### config.mk
export PLATFORM = sky130hd
export DESIGN_NAME = owi_command_regs_checksum
export DESIGN_NICKNAME = d
export VERILOG_FILES = /design/src/owi_cmd_pkg.sv /design/src/crc_link_if.sv /design/src/owi_command_regs_checksum.sv /design/src/crc8_engine.sv
export SDC_FILE = /design/constraint.sdc
export NUM_CORES = 1
export LEC_CHECK = 0
export ABC_CLOCK_PERIOD_IN_PS = 2200
export BUFFER_PORTS_ARGS = -buffer_cell sky130_fd_sc_hd__clkbuf_2
export CAP_MARGIN = 25
export CORE_UTILIZATION = 52
export CTS_BUF_LIST = sky130_fd_sc_hd__clkbuf_4 sky130_fd_sc_hd__clkbuf_8
export CTS_CLUSTER_DIAMETER = 40
export DETAILED_ROUTE_END_ITERATION = 10
export PLACE_DENSITY = 0.79
export SLEW_MARGIN = 30
export SYNTH_ARGS = -nofsm -noshare
export SYNTH_HDL_FRONTEND = slang
export SYNTH_HIERARCHICAL = 1
export SYNTH_SLANG_ARGS = --single-unit
export TNS_END_PERCENT = 30
### constraint.sdc
create_clock -name clk -period 2.2 [get_ports clk]
set_input_delay 0.44 -clock clk [delete_from_list [all_inputs] [get_ports clk]]
set_output_delay 0.44 -clock clk [all_outputs]
set_load 0.03 [all_outputs]
### src/owi_cmd_pkg.sv
package owi_cmd_pkg;
  // ----------------------------------------
  // command byte layout
  // ----------------------------------------
  localparam int          REGION_HI      = 7;
  localparam int          REGION_LO      = 5;
  localparam logic [2:0]  REGION_NV      = 3'h0;
  localparam logic [2:0]  REGION_REG     = 3'h4;
  localparam int          DIR_BIT        = 0;
  localparam logic [7:0]  CMD_STATUS_WR  = 8'h82;
  localparam logic [7:0]  CMD_STATUS_RD  = 8'h83;
  localparam logic [7:0]  CMD_KEY_WR     = 8'h94;
  localparam logic [7:0]  CMD_GATE_WR    = 8'h96;
  localparam logic [7:0]  CMD_GATE_RD    = 8'h97;
  localparam logic [15:0] ENTRY_KEY      = 16'h9BA4;
  // ----------------------------------------
  // status/control and write-gate fields
  // ----------------------------------------
  localparam int          DIAG_ACTIVE_BIT = 15;
  localparam int          OVERRIDE_BIT    = 14;
  localparam int          SUPPLY_LOW_BIT  = 12;
  localparam int          PUMP_CLK_BIT    = 11;
  localparam int          CORRECTED_BIT   = 8;
  localparam int          FATAL_BIT       = 7;
  localparam int          MAGNET_BIT      = 6;
  localparam int          CRC_BAD_BIT     = 4;
  localparam int          NV_WE_BIT       = 11;
  localparam logic [15:0] GATE_RESET      = 16'h0605;
  localparam logic [15:0] GATE_ENABLED    = 16'h0E05;
  // ----------------------------------------
  // checksum
  // ----------------------------------------
  localparam logic [8:0]  CRC_POLY        = 9'h107;
  localparam logic [8:0]  CRC_SEED        = 9'h0FF;
  localparam int          NV_WORDS        = 16;
  localparam logic [3:0]  LAST_WORD       = 4'hF;
  // ----------------------------------------
  // entry window after reset
  // ----------------------------------------
  localparam int          CLK_PERIOD_NS   = 4;
  localparam int          ENTRY_WINDOW_NS = 20000000;
  localparam int          ENTRY_CYCLES    = ENTRY_WINDOW_NS / CLK_PERIOD_NS;
endpackage : owi_cmd_pkg

### src/crc_link_if.sv
`timescale 1ns/1ps
interface crc_link_if;
  logic        start;      // reload seed
  logic        word_valid; // one word this cycle
  logic [15:0] word;
  logic        last;       // word is index 15
  logic [7:0]  check_rem;  // remainder over words as stored
  logic [7:0]  gen_crc;    // remainder with last low byte zeroed
  logic        done;       // pulse after last word
  modport ctrl (output start, word_valid, word, last, input check_rem, gen_crc, done);
  modport eng  (input start, word_valid, word, last, output check_rem, gen_crc, done);
endinterface : crc_link_if

### src/owi_command_regs_checksum.sv
`timescale 1ns/1ps
// Overview of operation
// checksum shifts each word msb first, xor 0x107 when bit 8 sets
// checksum remainder starts at 0xFF
// checksum covers words 0..15 in order, last low byte zero when generating
// rerun with stored checksum in last low byte gives zero when valid
// master writes key 9BA4h to 94h within entry window after reset
// bit 15 read-only, shows diagnostic condition regardless of override
// bit 14 read/write override forcing diagnostic mode off, reset 0
// bit 12 read-only low supply flag
// bit 11 read/write pump clock enable, reset 0, set after write enable
// bit 8 sticky corrected-error flag, evaluated each readout
// bit 7 sticky uncorrectable-error flag, evaluated each readout
// bit 6 sticky magnet flag, diagnostic only when detection enabled
// bit 4 read-only flag for failed start-up checksum check
// write-gate bit 11 is nv write enable, 0605h off, 0E05h on
// reserved bits of both registers carry no function
// command byte: region 7..5, address 4..1, bit 0 write/read
// command mode is held until power-on reset
// master waits pump settling and programming times (model waits PUMP_SETTLE cycles only, no programming wait)
// reserved and write-only bits read zero, read-only writes ignored
module owi_command_regs_checksum
  import owi_cmd_pkg::*;
#(
  parameter int ENTRY_WINDOW_CYCLES = ENTRY_CYCLES
)(
  input  wire logic        clk,
  input  wire logic        rst,
  input  wire logic        cmd_valid,
  input  wire logic [7:0]  cmd_byte,
  input  wire logic [15:0] wr_data,
  output logic             rd_valid,
  output logic [15:0]      rd_data,
  input  wire logic        diag_condition,
  input  wire logic        supply_low,
  input  wire logic        nv_readout,
  input  wire logic        nv_corrected,
  input  wire logic        nv_fatal,
  input  wire logic        magnet_absent,
  input  wire logic        magnet_detect_en,
  input  wire logic        boot_word_valid,
  input  wire logic [15:0] boot_word,
  output logic             command_mode,
  output logic             diagnostic_mode,
  output logic             pump_clock_enable,
  output logic             nv_write_enable,
  output logic             checksum_bad,
  output logic [7:0]       generated_checksum
);
  // ----------------------------------------
  // checksum engine
  // ----------------------------------------
  crc_link_if lnk ();
  crc8_engine crc8_engine_i (.clk(clk), .rst(rst), .lnk(lnk));

  typedef enum logic [1:0] {BOOT_SEED, BOOT_RUN, BOOT_DONE} boot_e;

  boot_e       boot_state;
  boot_e       next_boot_state;
  logic [3:0]  boot_idx;
  logic [3:0]  next_boot_idx;
  logic        next_checksum_bad;
  logic [7:0]  next_generated;

  // ----------------------------------------
  // start-up verification
  // ----------------------------------------
  always_comb begin
    next_boot_state   = boot_state;
    next_boot_idx     = boot_idx;
    next_checksum_bad = checksum_bad;
    next_generated    = generated_checksum;
    lnk.start         = 1'b0;
    lnk.word_valid    = 1'b0;
    lnk.word          = boot_word;
    lnk.last          = (boot_idx == LAST_WORD);
    case (boot_state)
      BOOT_SEED: begin
        lnk.start       = 1'b1;
        next_boot_state = BOOT_RUN;
      end
      BOOT_RUN: begin
        // a word arriving with the done pulse would be a seventeenth
        if (boot_word_valid && !lnk.done) begin
          lnk.word_valid = 1'b1;
          next_boot_idx  = boot_idx + 4'h1;
        end
        if (lnk.done) begin
          next_checksum_bad = (lnk.check_rem != 8'h00);
          next_generated    = lnk.gen_crc;
          next_boot_state   = BOOT_DONE;
        end
      end
      default: begin
        next_boot_state = BOOT_DONE;
      end
    endcase
  end

  always_ff @(posedge clk or posedge rst) begin
    if (rst) begin
      boot_state         <= BOOT_SEED;
      boot_idx           <= 4'h0;
      checksum_bad       <= 1'b0;
      generated_checksum <= 8'h00;
    end else begin
      boot_state         <= next_boot_state;
      boot_idx           <= next_boot_idx;
      checksum_bad       <= next_checksum_bad;
      generated_checksum <= next_generated;
    end
  end

  // ----------------------------------------
  // command decode and registers
  // ----------------------------------------
  logic [31:0] window_cnt;
  logic [31:0] next_window_cnt;
  logic        window_open;
  logic        next_command_mode;
  logic        override;
  logic        next_override;
  logic        next_pump;
  logic        next_nv_we;
  logic        corrected_flag;
  logic        next_corrected;
  logic        fatal_flag;
  logic        next_fatal;
  logic        magnet_flag;
  logic        next_magnet;
  logic        diag_active;
  logic        next_diag_mode;
  logic        next_rd_valid;
  logic [15:0] next_rd_data;
  logic        is_reg;
  logic        is_read;
  logic [15:0] status_word;

  assign window_open = (window_cnt < ENTRY_WINDOW_CYCLES);
  assign is_reg      = (cmd_byte[REGION_HI:REGION_LO] == REGION_REG);
  assign is_read     = cmd_byte[DIR_BIT];
  // magnet flag counts only with detection enabled
  assign diag_active = diag_condition | (magnet_flag & magnet_detect_en);

  // status word, reserved bits zero
  always_comb begin
    status_word                  = 16'h0000;
    status_word[DIAG_ACTIVE_BIT] = diag_active;
    status_word[OVERRIDE_BIT]    = override;
    status_word[SUPPLY_LOW_BIT]  = supply_low;
    status_word[PUMP_CLK_BIT]    = pump_clock_enable;
    status_word[CORRECTED_BIT]   = corrected_flag;
    status_word[FATAL_BIT]       = fatal_flag;
    status_word[MAGNET_BIT]      = magnet_flag;
    status_word[CRC_BAD_BIT]     = checksum_bad;
  end

  always_comb begin
    next_window_cnt   = window_open ? window_cnt + 32'h1 : window_cnt;
    next_command_mode = command_mode;
    next_override     = override;
    next_pump         = pump_clock_enable;
    next_nv_we        = nv_write_enable;
    next_rd_valid     = 1'b0;
    next_rd_data      = rd_data;
    // sticky flags only set, never cleared by a command
    next_corrected    = corrected_flag | (nv_readout & nv_corrected);
    next_fatal        = fatal_flag | (nv_readout & nv_fatal);
    next_magnet       = magnet_flag | magnet_absent;
    next_diag_mode    = diag_active & ~override;
    if (cmd_valid && !command_mode) begin
      if (cmd_byte == CMD_KEY_WR && wr_data == ENTRY_KEY && window_open) begin
        next_command_mode = 1'b1;
      end
    end else if (cmd_valid && is_reg) begin
      if (is_read) begin
        next_rd_valid = 1'b1;
        if (cmd_byte == CMD_STATUS_RD) begin
          next_rd_data = status_word;
        end else begin
          next_rd_data = 16'h0000;
        end
      end else if (cmd_byte == CMD_STATUS_WR) begin
        next_override = wr_data[OVERRIDE_BIT];
        next_pump     = wr_data[PUMP_CLK_BIT];
      end else if (cmd_byte == CMD_GATE_WR) begin
        next_nv_we = wr_data[NV_WE_BIT];
      end
    end
  end

  always_ff @(posedge clk or posedge rst) begin
    if (rst) begin
      window_cnt        <= 32'h0;
      command_mode      <= 1'b0;
      override          <= 1'b0;
      pump_clock_enable <= 1'b0;
      nv_write_enable   <= GATE_RESET[NV_WE_BIT];
      corrected_flag    <= 1'b0;
      fatal_flag        <= 1'b0;
      magnet_flag       <= 1'b0;
      diagnostic_mode   <= 1'b0;
      rd_valid          <= 1'b0;
      rd_data           <= 16'h0000;
    end else begin
      window_cnt        <= next_window_cnt;
      command_mode      <= next_command_mode;
      override          <= next_override;
      pump_clock_enable <= next_pump;
      nv_write_enable   <= next_nv_we;
      corrected_flag    <= next_corrected;
      fatal_flag        <= next_fatal;
      magnet_flag       <= next_magnet;
      diagnostic_mode   <= next_diag_mode;
      rd_valid          <= next_rd_valid;
      rd_data           <= next_rd_data;
    end
  end
endmodule : owi_command_regs_checksum

### src/crc8_engine.sv
`timescale 1ns/1ps
module crc8_engine
  import owi_cmd_pkg::*;
(
  input wire logic clk,
  input wire logic rst,
  crc_link_if.eng  lnk
);
  // ----------------------------------------
  // word step, msb first
  // ----------------------------------------
  function automatic logic [8:0] crc_word(input logic [8:0] c_in, input logic [15:0] d);
    logic [8:0] c;
    c = c_in;
    for (int i = 15; i >= 0; i--) begin
      c = {c[7:0], d[i]};
      if (c[8]) begin
        c = c ^ CRC_POLY;
      end
    end
    return c;
  endfunction : crc_word

  logic [8:0] chk;
  logic [8:0] gen;
  logic       done_q;
  logic [8:0] next_chk;
  logic [8:0] next_gen;
  logic       next_done;

  // next remainders
  always_comb begin
    next_chk  = chk;
    next_gen  = gen;
    next_done = 1'b0;
    if (lnk.start) begin
      next_chk = CRC_SEED;
      next_gen = CRC_SEED;
    end else if (lnk.word_valid) begin
      next_chk  = crc_word(chk, lnk.word);
      next_gen  = crc_word(gen, lnk.last ? {lnk.word[15:8], 8'h00} : lnk.word);
      next_done = lnk.last;
    end
  end

  always_ff @(posedge clk or posedge rst) begin
    if (rst) begin
      chk    <= CRC_SEED;
      gen    <= CRC_SEED;
      done_q <= 1'b0;
    end else begin
      chk    <= next_chk;
      gen    <= next_gen;
      done_q <= next_done;
    end
  end

  assign lnk.check_rem = chk[7:0];
  assign lnk.gen_crc   = gen[7:0];
  assign lnk.done      = done_q;
endmodule : crc8_engine

==> results of run 1 <==
==> through the flow <==
stage,instances,setup WS (ns)
6_report,552,0.0535
5_1_grt,552,0.00192
4_1_cts,552,0.0235
3_5_place_dp,536,0.0100
3_3_place_gp,536,0.0631
2_1_floorplan,375,0.111
==> metal layers <==
layer / global-route usage, % / wire length (um)
met1: 26.5 / 3740
met2: 33.6 / 3980
met3: 3.90 / 435
met4: 10.6 / 201
met5: 0 / 0
==> cells in the final DEF, fill, tap and decap left out, types with 8 or more instances in the layout <==
cell / Yosys / routed
sky130_fd_sc_hd__xnor2_1: 59 / 59
sky130_fd_sc_hd__inv_1: 9 / 8
sky130_fd_sc_hd__buf_4: 8 / 11
sky130_fd_sc_hd__xnor3_1: 8 / 8
sky130_fd_sc_hd__clkbuf_8: 0 / 12
sky130_fd_sc_hd__nand2_1: 18 / 18
sky130_fd_sc_hd__clkbuf_2: 0 / 72
sky130_fd_sc_hd__and3_1: 8 / 8
sky130_fd_sc_hd__mux2_2: 12 / 12
sky130_fd_sc_hd__o21ai_0: 9 / 9
sky130_fd_sc_hd__nand3_1: 15 / 15
sky130_fd_sc_hd__dfrtp_1: 65 / 65
sky130_fd_sc_hd__conb_1: 1 / 8
sky130_fd_sc_hd__xor2_1: 17 / 17
sky130_fd_sc_hd__a21oi_1: 9 / 9
sky130_fd_sc_hd__dfstp_2: 16 / 16
sky130_fd_sc_hd__nor2_1: 16 / 16
==> layout make-up <==
class                      instances  area [um2]
clock buffer                      12         165
clock inverter                     4        50.0
fill                             616        2840
inverter                           9        33.8
multi-input combinational        260        2160
sequential                        81        2050
tap                              102         128
timing repair buffer              84         463
==> worst max-delay path: stages, from the launching register on <==
cell and delay (ns):
sky130_fd_sc_hd__dfstp_2 0.54, sky130_fd_sc_hd__xnor3_1 0.43, sky130_fd_sc_hd__xor2_2 0.25, sky130_fd_sc_hd__xnor3_1 0.38
sky130_fd_sc_hd__o21ai_1 0.11, sky130_fd_sc_hd__or3b_1 0.36
==> where the power goes <==
part	switching, mW	total (mW)	internal [mW]
logic	1.44	3.10	1.67
clock network	0.508	1.12	0.615
registers	0.290	2.14	1.85
total	2.24	6.37	4.13
==> flip-flops by register name, summed over array words and instances, names as in the netlist <==
register,flops
corrected_flag,1
generated_checksum,8
nv_write_enable,1
crc8_engine_i/lnk.done,1
checksum_bad,1
fatal_flag,1
command_mode,1
rd_valid,1
pump_clock_enable,1
window_cnt,32
crc8_engine_i/chk,8
boot_state,2
boot_idx,4
magnet_flag,1
override,1
rd_data,8
crc8_engine_i/gen,8
diagnostic_mode,1
==> logic make-up (layout without fill, tap and decap cells) <==
family	count (synthesis)	count (layout)
other cells	1	8
fa+ha+maj	2	2
simple gates	109	109
buf+inv	34	109
compound gates	37	37
flops	81	81
xor+xnor	91	91
mux	13	13
==> worst min path at each step <==
| stage | start | end | cells past startpoint |
|---|---|---|---|
| after floorplan | rst | crc8_engine_i/lnk.done$_DFF_PP0_ | 1 |
| after CTS | rst | window_cnt[15]$_DFFE_PP0N_ | 2 |
| final | rst | command_mode$_DFFE_PP0P_ | 2 |
| after global placement | window_cnt[23]$_DFFE_PP0N_ | window_cnt[23]$_DFFE_PP0N_ | 0 |
| after detailed placement | window_cnt[29]$_DFFE_PP0N_ | window_cnt[29]$_DFFE_PP0N_ | 0 |
| after global routing | rst | window_cnt[12]$_DFFE_PP0N_ | 2 |
==> summary.md, run 1 <==
| Metric | Value |
|---|---|
| Full die area | roughly 8700 um2 |
| Most instantiated library cell after synthesis | sky130_fd_sc_hd__dfrtp_1 |
| Cell types with the highest counts after synthesis | sky130_fd_sc_hd__dfrtp_1 (65), sky130_fd_sc_hd__xnor2_1 (59), sky130_fd_sc_hd__nand2_1 (18), sky130_fd_sc_hd__xor2_1 (17) |
| Top post-synthesis cells by area | sky130_fd_sc_hd__dfrtp_1 (37%), sky130_fd_sc_hd__xnor2_1 (12%), sky130_fd_sc_hd__dfstp_2 (9.7%) |
| Critical path data arrival time | ~2.4 ns |
| DRC violation count after routing | 0 |
| Dpl hpwl | around 6500 um |
| Actual transition at the worst max-transition pin | between 0.6 and 0.7 ns |
| Width of the chip | 93.4 um |
| Vert. Die Dim | ~93 um |
| Core Area | 7890 um2 |
| Multiplexer fraction of the synthesized cell area | 3.46% |
| Max-cap viol count | 0 |
| Post-synth EDFFs | 0 |
| Post-Route WL | 8360 um |
| Port-buffer cells | 72 |
| Clock slew at the register clock pins of the worst setup and hold paths | roughly 0.08 ns |
| Cell count after synthesis | 368 |
| Final RePlAce weighted congestion | about 0.94 |
| Most area-hungry cell type in the Yosys netlist | sky130_fd_sc_hd__dfrtp_1 |
| Hold/Removal Path Class | in -> async |
| Yosys reg bits | 81 |
| Signed area change from the synthesized netlist to the final layout | 16.2% |
| Critical path class | reg -> reg |
| Crit. Startpoint | crc8_engine_i/gen[1]$_DFFE_PP1P_ |
| Worst Skew | ~0.011 ns |
| Depth of the most critical reg-to-reg path | 5 |
| Yosys top cell area share | 37.5% |
| Area fraction in and, or, nand and nor cells after synthesis | 15.4% |
| Vias in the first global route | between 2000 and 3000 |
| Pin count of the biggest net entering global routing | 41 |
| Count of inserted antenna diode cells | 0 |
| Cell chosen for the clock root | sky130_fd_sc_hd__clkbuf_8 |
| Initial core utilization | a little under three fifths |
| CTS Buf Count | 9 |
| DR iter-0 viols | 109 |
| Clk buf depth | 2 |
| Fraction of layout instances using a drive strength above 1 | around a third |
| Global Route Usage Sum | between 20% and 30% |
| DR vias | around 3000 |
| Static power due to leakage | 2.37 nW |
| Worst-Skew Late Latency | approximately 0.34 ns |
| Leading register cell type out of synthesis | sky130_fd_sc_hd__dfrtp_1 |
| # H-tree levels | 3 |
| Slew HR | a little over half |
| Setup fix buffers added after clock tree synthesis | 0 |
| Mapped cell area | between 4000 and 5000 um2 |
| Initial antenna violation count | 0 |
| Number of failing setup endpoints in the final timing report | 0 |
| Post-CTS sizing | 0 |
| Async SR Flop Fraction | 100% |
| Setup repair after global routing missed its margin | false |
| Row Count | 32 |
| Register-to-register setup slack | about 0.054 ns |
| Power Dens Cells | roughly 1300 nW/um2 |
| Max IR drop VDD | approximately 0.0010 V |
| Highest clock rate | ~470 MHz |
| Total negative slack for setup checks | 0 ns |
| Post-Route Hold Slack | 0.129 ns |
| Status | completed |
| Crit. End Element | register |
| Placed standard-cell area | ~4800 um2 |
| Final core utilization | a little under two thirds |
| Worst setup path end | crc8_engine_i/gen[3]$_DFFE_PP1P_ |
| Adder-cell share of the synthesized area | 0.576% |
| Xor and xnor fraction of the mapped netlist area | between 20% and 30% |
| Worst Setup Start Kind | register |
| Unique masters post-synth | between 50 and 60 |
| Post-route ant nets | 0 |
| Number of nets in the final layout | approximately 500 |
| Compound-Gate Fraction of Synth Area | under 10% |
| Final Power | approximately 6.4 mW |
| Total gr overflow | 0 |
| Launch instance of the worst register-to-register path | crc8_engine_i/gen[1]$_DFFE_PP1P_ |
| Routed length per instance | roughly 15 um |
| First-pass DRT Iterations | 4 |
| Max Transition Viols Final | 0 |
| Critical Path Fanout Max | 3 |
| Warnings, synthesis | 6 |
| Top-Level Pins | between 80 and 90 |
| Final design instance area without fill | 5040 um2 |
| Share of the yosys chip area belonging to registers | a little under half |
| Final critical-path required period | approximately 2.1 ns |
| Hold buffers post-CTS | 0 |
| TritonCTS clock tree | done |
| Final period utilization | a little over nine tenths |
| Clock tree sinks | between 80 and 90 |
| Via density per instance | between 5 and 6 |
| Combinational family with the most area after synthesis | XOR/XNOR gates |
| Endpoint required time on the critical path | 2.47 ns |
| Post-Syn Area per Cell | about 12 um2 |
| Hold Vio Cnt, Final | 0 |
| Wire length of the first global-routing pass | 13500 um |
| Crit Reg-Reg Endpoint | crc8_engine_i/gen[3]$_DFFE_PP1P_ |
Power figures use the tool's default switching activity.
==> run 2, diff against run 1 <==
- BUFFER_PORTS_ARGS: -buffer_cell sky130_fd_sc_hd__clkbuf_2 -> -buffer_cell sky130_fd_sc_hd__buf_4
- CAP_MARGIN: 25 -> 15
==> summary.md, run 2 (synthesized netlist as in run 1, its figures left out) <==
| Metric | Value |
|---|---|
| Final Power | between 6 and 7 mW |
| Setup repair after global routing missed its margin | false |
| Dpl hpwl | between 6000 and 7000 um |
| Row Count | 32 |
| Hold buffers post-CTS | 0 |
| Count of inserted antenna diode cells | 0 |
| Slew HR | around 54% |
| Switching component of the power | 2.29 mW |
| Crit. End Element | register |
| Total negative slack for setup checks | 0 ns |
| Status | completed |
| Crit-path cells | xnor3_1 -> xor2_2 -> xnor3_1 -> o21ai_1 -> or3b_1 |
| Via density per instance | between 5 and 6 |
| Number of flip-flops in the largest register | 32 |
| Leading cell type in the layout, fill and taps excluded | sky130_fd_sc_hd__buf_4 |
| Combinational Power Share | approximately half |
| Final RePlAce weighted congestion | 0.887 |
| Full die area | ~8700 um2 |
| Met1 track demand over resource in global routing | between 20% and 30% |
| Routed length per instance | about 16 um |
| Placed standard-cell area | 5020 um2 |
| Final std cells w/o fill | roughly 560 |
| Port-buffer cells | between 70 and 80 |
| Fraction of layout instances using a drive strength above 1 | 34.5% |
| Endpoint required time on the critical path | ~2.5 ns |
| Area of the multi-input gates | 2170 um2 |
| Internal power component | 4.49 mW |
| Power Dens Cells | 1280 nW/um2 |
| Slowest cell on crit path | sky130_fd_sc_hd__dfstp_2 |
| Number of failing setup endpoints in the final timing report | 0 |
| Register containing the most flip-flops in the final layout | window_cnt |
| Post-Route Hold Slack | approximately 0.17 ns |
| Launch instance of the worst register-to-register path | crc8_engine_i/gen[1]$_DFFE_PP1P_ |
| Cell chosen for the clock root | sky130_fd_sc_hd__clkbuf_8 |
| CTS Buf Count | 9 |
| Final design instance area without fill | approximately 5300 um2 |
| Top-Level Pins | 81 |
| Cell repeated most along the worst path | sky130_fd_sc_hd__xnor3_1 |
| Core Area | a little under 8000 um2 |
| Global Route Usage Sum | between 20 and 25% |
| Highest clock rate | 476 MHz |
| First-pass DRT Iterations | 5 |
| Worst Skew | slightly above 0.009 ns |
| Wire length of the first global-routing pass | 14200 um |
| Width of the chip | between 90 and 100 um |
| Share of power burned in registers | approximately a third |
| Worst setup path end | crc8_engine_i/gen[3]$_DFFE_PP1P_ |
| Static power due to leakage | 2.47 nW |
| Sw frac | 33.7% |
| Max IR drop VDD | roughly 0.0011 V |
| Critical path data arrival time | about 2.4 ns |
| DRC violation count after routing | 0 |
| Final critical-path required period | between 2 and 2.5 ns |
| Vias in the first global route | around 3000 |
| Vert. Die Dim | roughly 93 um |
| Placed Cells | 538 |
| Initial core utilization | between 50% and 60% |
| Maximum single-stage delay on the critical path | around 0.54 ns |
| Number of nets in the final layout | around 500 |
| Clk buf depth | 2 |
| Depth of the most critical reg-to-reg path | 5 |
| Actual transition at the worst max-transition pin | approximately 0.69 ns |
| Clock slew at the register clock pins of the worst setup and hold paths | ~0.08 ns |
| Crit Reg-Reg Endpoint | crc8_engine_i/gen[3]$_DFFE_PP1P_ |
| Max-cap viol count | 0 |
| Critical path class | reg -> reg |
| Crit. Startpoint | crc8_engine_i/gen[1]$_DFFE_PP1P_ |
| Max Transition Viols Final | 0 |
| Total gr overflow | 0 |
| Register-to-register setup slack | ~0.1 ns |
| DR iter-0 viols | 160 |
| TritonCTS clock tree | done |
| Worst-Skew Late Latency | between 0.3 and 0.4 ns |
| FF+latch area | ~2000 um2 |
| Initial antenna violation count | 0 |
| Critical Path Fanout Max | 3 |
| Met3 routing resource usage after global routing | 5.04% |
| GRT Max-Usage Layer | met2 |
| Number of fill cells in the layout | roughly 550 |
| Clock share of power | 19.1% |
| Worst Setup Start Kind | register |
| Signed area change from the synthesized netlist to the final layout | 22.0% |
| Top library cells by usage in the layout, fill and taps aside | sky130_fd_sc_hd__buf_4 (88), sky130_fd_sc_hd__dfrtp_1 (65), sky130_fd_sc_hd__xnor2_1 (58) |
| Hold Vio Cnt, Final | 0 |
| DR vias | slightly below 3000 |
| Pin count of the biggest net entering global routing | 30 |
| GR met2 Demand/Resource | 34.0% |
| Post-route ant nets | 0 |
| Post-Route WL | 8780 um |
| Final period utilization | between 90% and 100% |
| Clock tree sinks | 81 |
| # H-tree levels | 3 |
| Hold/Removal Path Class | in -> async |
[run 2: per-layer routing]
metal  wire length [um]  part of all wire (%)
met1               3900                    44
met2               4140                    47
met3                583                   6.6
met4                148                   1.7
met5                  0                     0
[run 2: final cells by class]
cell class | instances | area share, %
Clock buffer | 11 | 2.62
Tap cell | 102 | 2.41
Clock inverter | 5 | 1.96
Sequential cell | 81 | 38.6
Inverter | 9 | 0.638
Timing Repair Buffer | 89 | 12.8
Multi-Input combinational cell | 260 | 40.9
[run 2: repair_timing]
item	in CTS	in global routing
setup endpoints to repair	0	2
endpoints found under the hold margin	0	0
buffers inserted	0	3
resized for setup	0	1
[run 2: worst max-delay path: cells and delay by family, from the launching register on]
| kind | cells | cell delay [ns] |
|---|---|---|
| DFF | 1 | 0.54 |
| AOI/OAI and AO/OA | 1 | 0.12 |
| xor gates and xnor gates | 3 | 1.00 |
| and+or+nand+nor | 1 | 0.36 |
[run 2: how the worst min path moves through the flow]
stage                                    start  slack [ns]  cells past startpoint                                to
global placement    window_cnt[23]$_DFFE_PP0N_        0.37                      0        window_cnt[23]$_DFFE_PP0N_
global route                               rst        0.19                      2          command_mode$_DFFE_PP0P_
finish                                     rst        0.17                      2         window_cnt[5]$_DFFE_PP0N_
floorplan                                  rst        0.35                      1  crc8_engine_i/lnk.done$_DFF_PP0_
CTS                                        rst        0.17                      2         window_cnt[5]$_DFFE_PP0N_
detailed placement  window_cnt[30]$_DFFE_PP0N_        0.37                      0        window_cnt[30]$_DFFE_PP0N_
[run 2: power groups by stage]
stage	registers, mW	clock network (mW)	logic [mW]
after global routing	2.18	1.41	3.64
after global placement	2.14	0	3.11
after floorplan	2.20	0	2.51
final	2.14	1.29	3.34
after detailed placement	2.16	0	3.17
after CTS	2.14	1.33	3.20
[run 2: per-stage QoR]
stage | util, % | setup slack, ns
after CTS | 66.8 | 0.00830
after global routing | 67.2 | 0.00855
after floorplan | - | 0.111
final | 67.2 | 0.0998
after global placement | 63.7 | 0.0459
after detailed placement | 63.7 | 0.0312
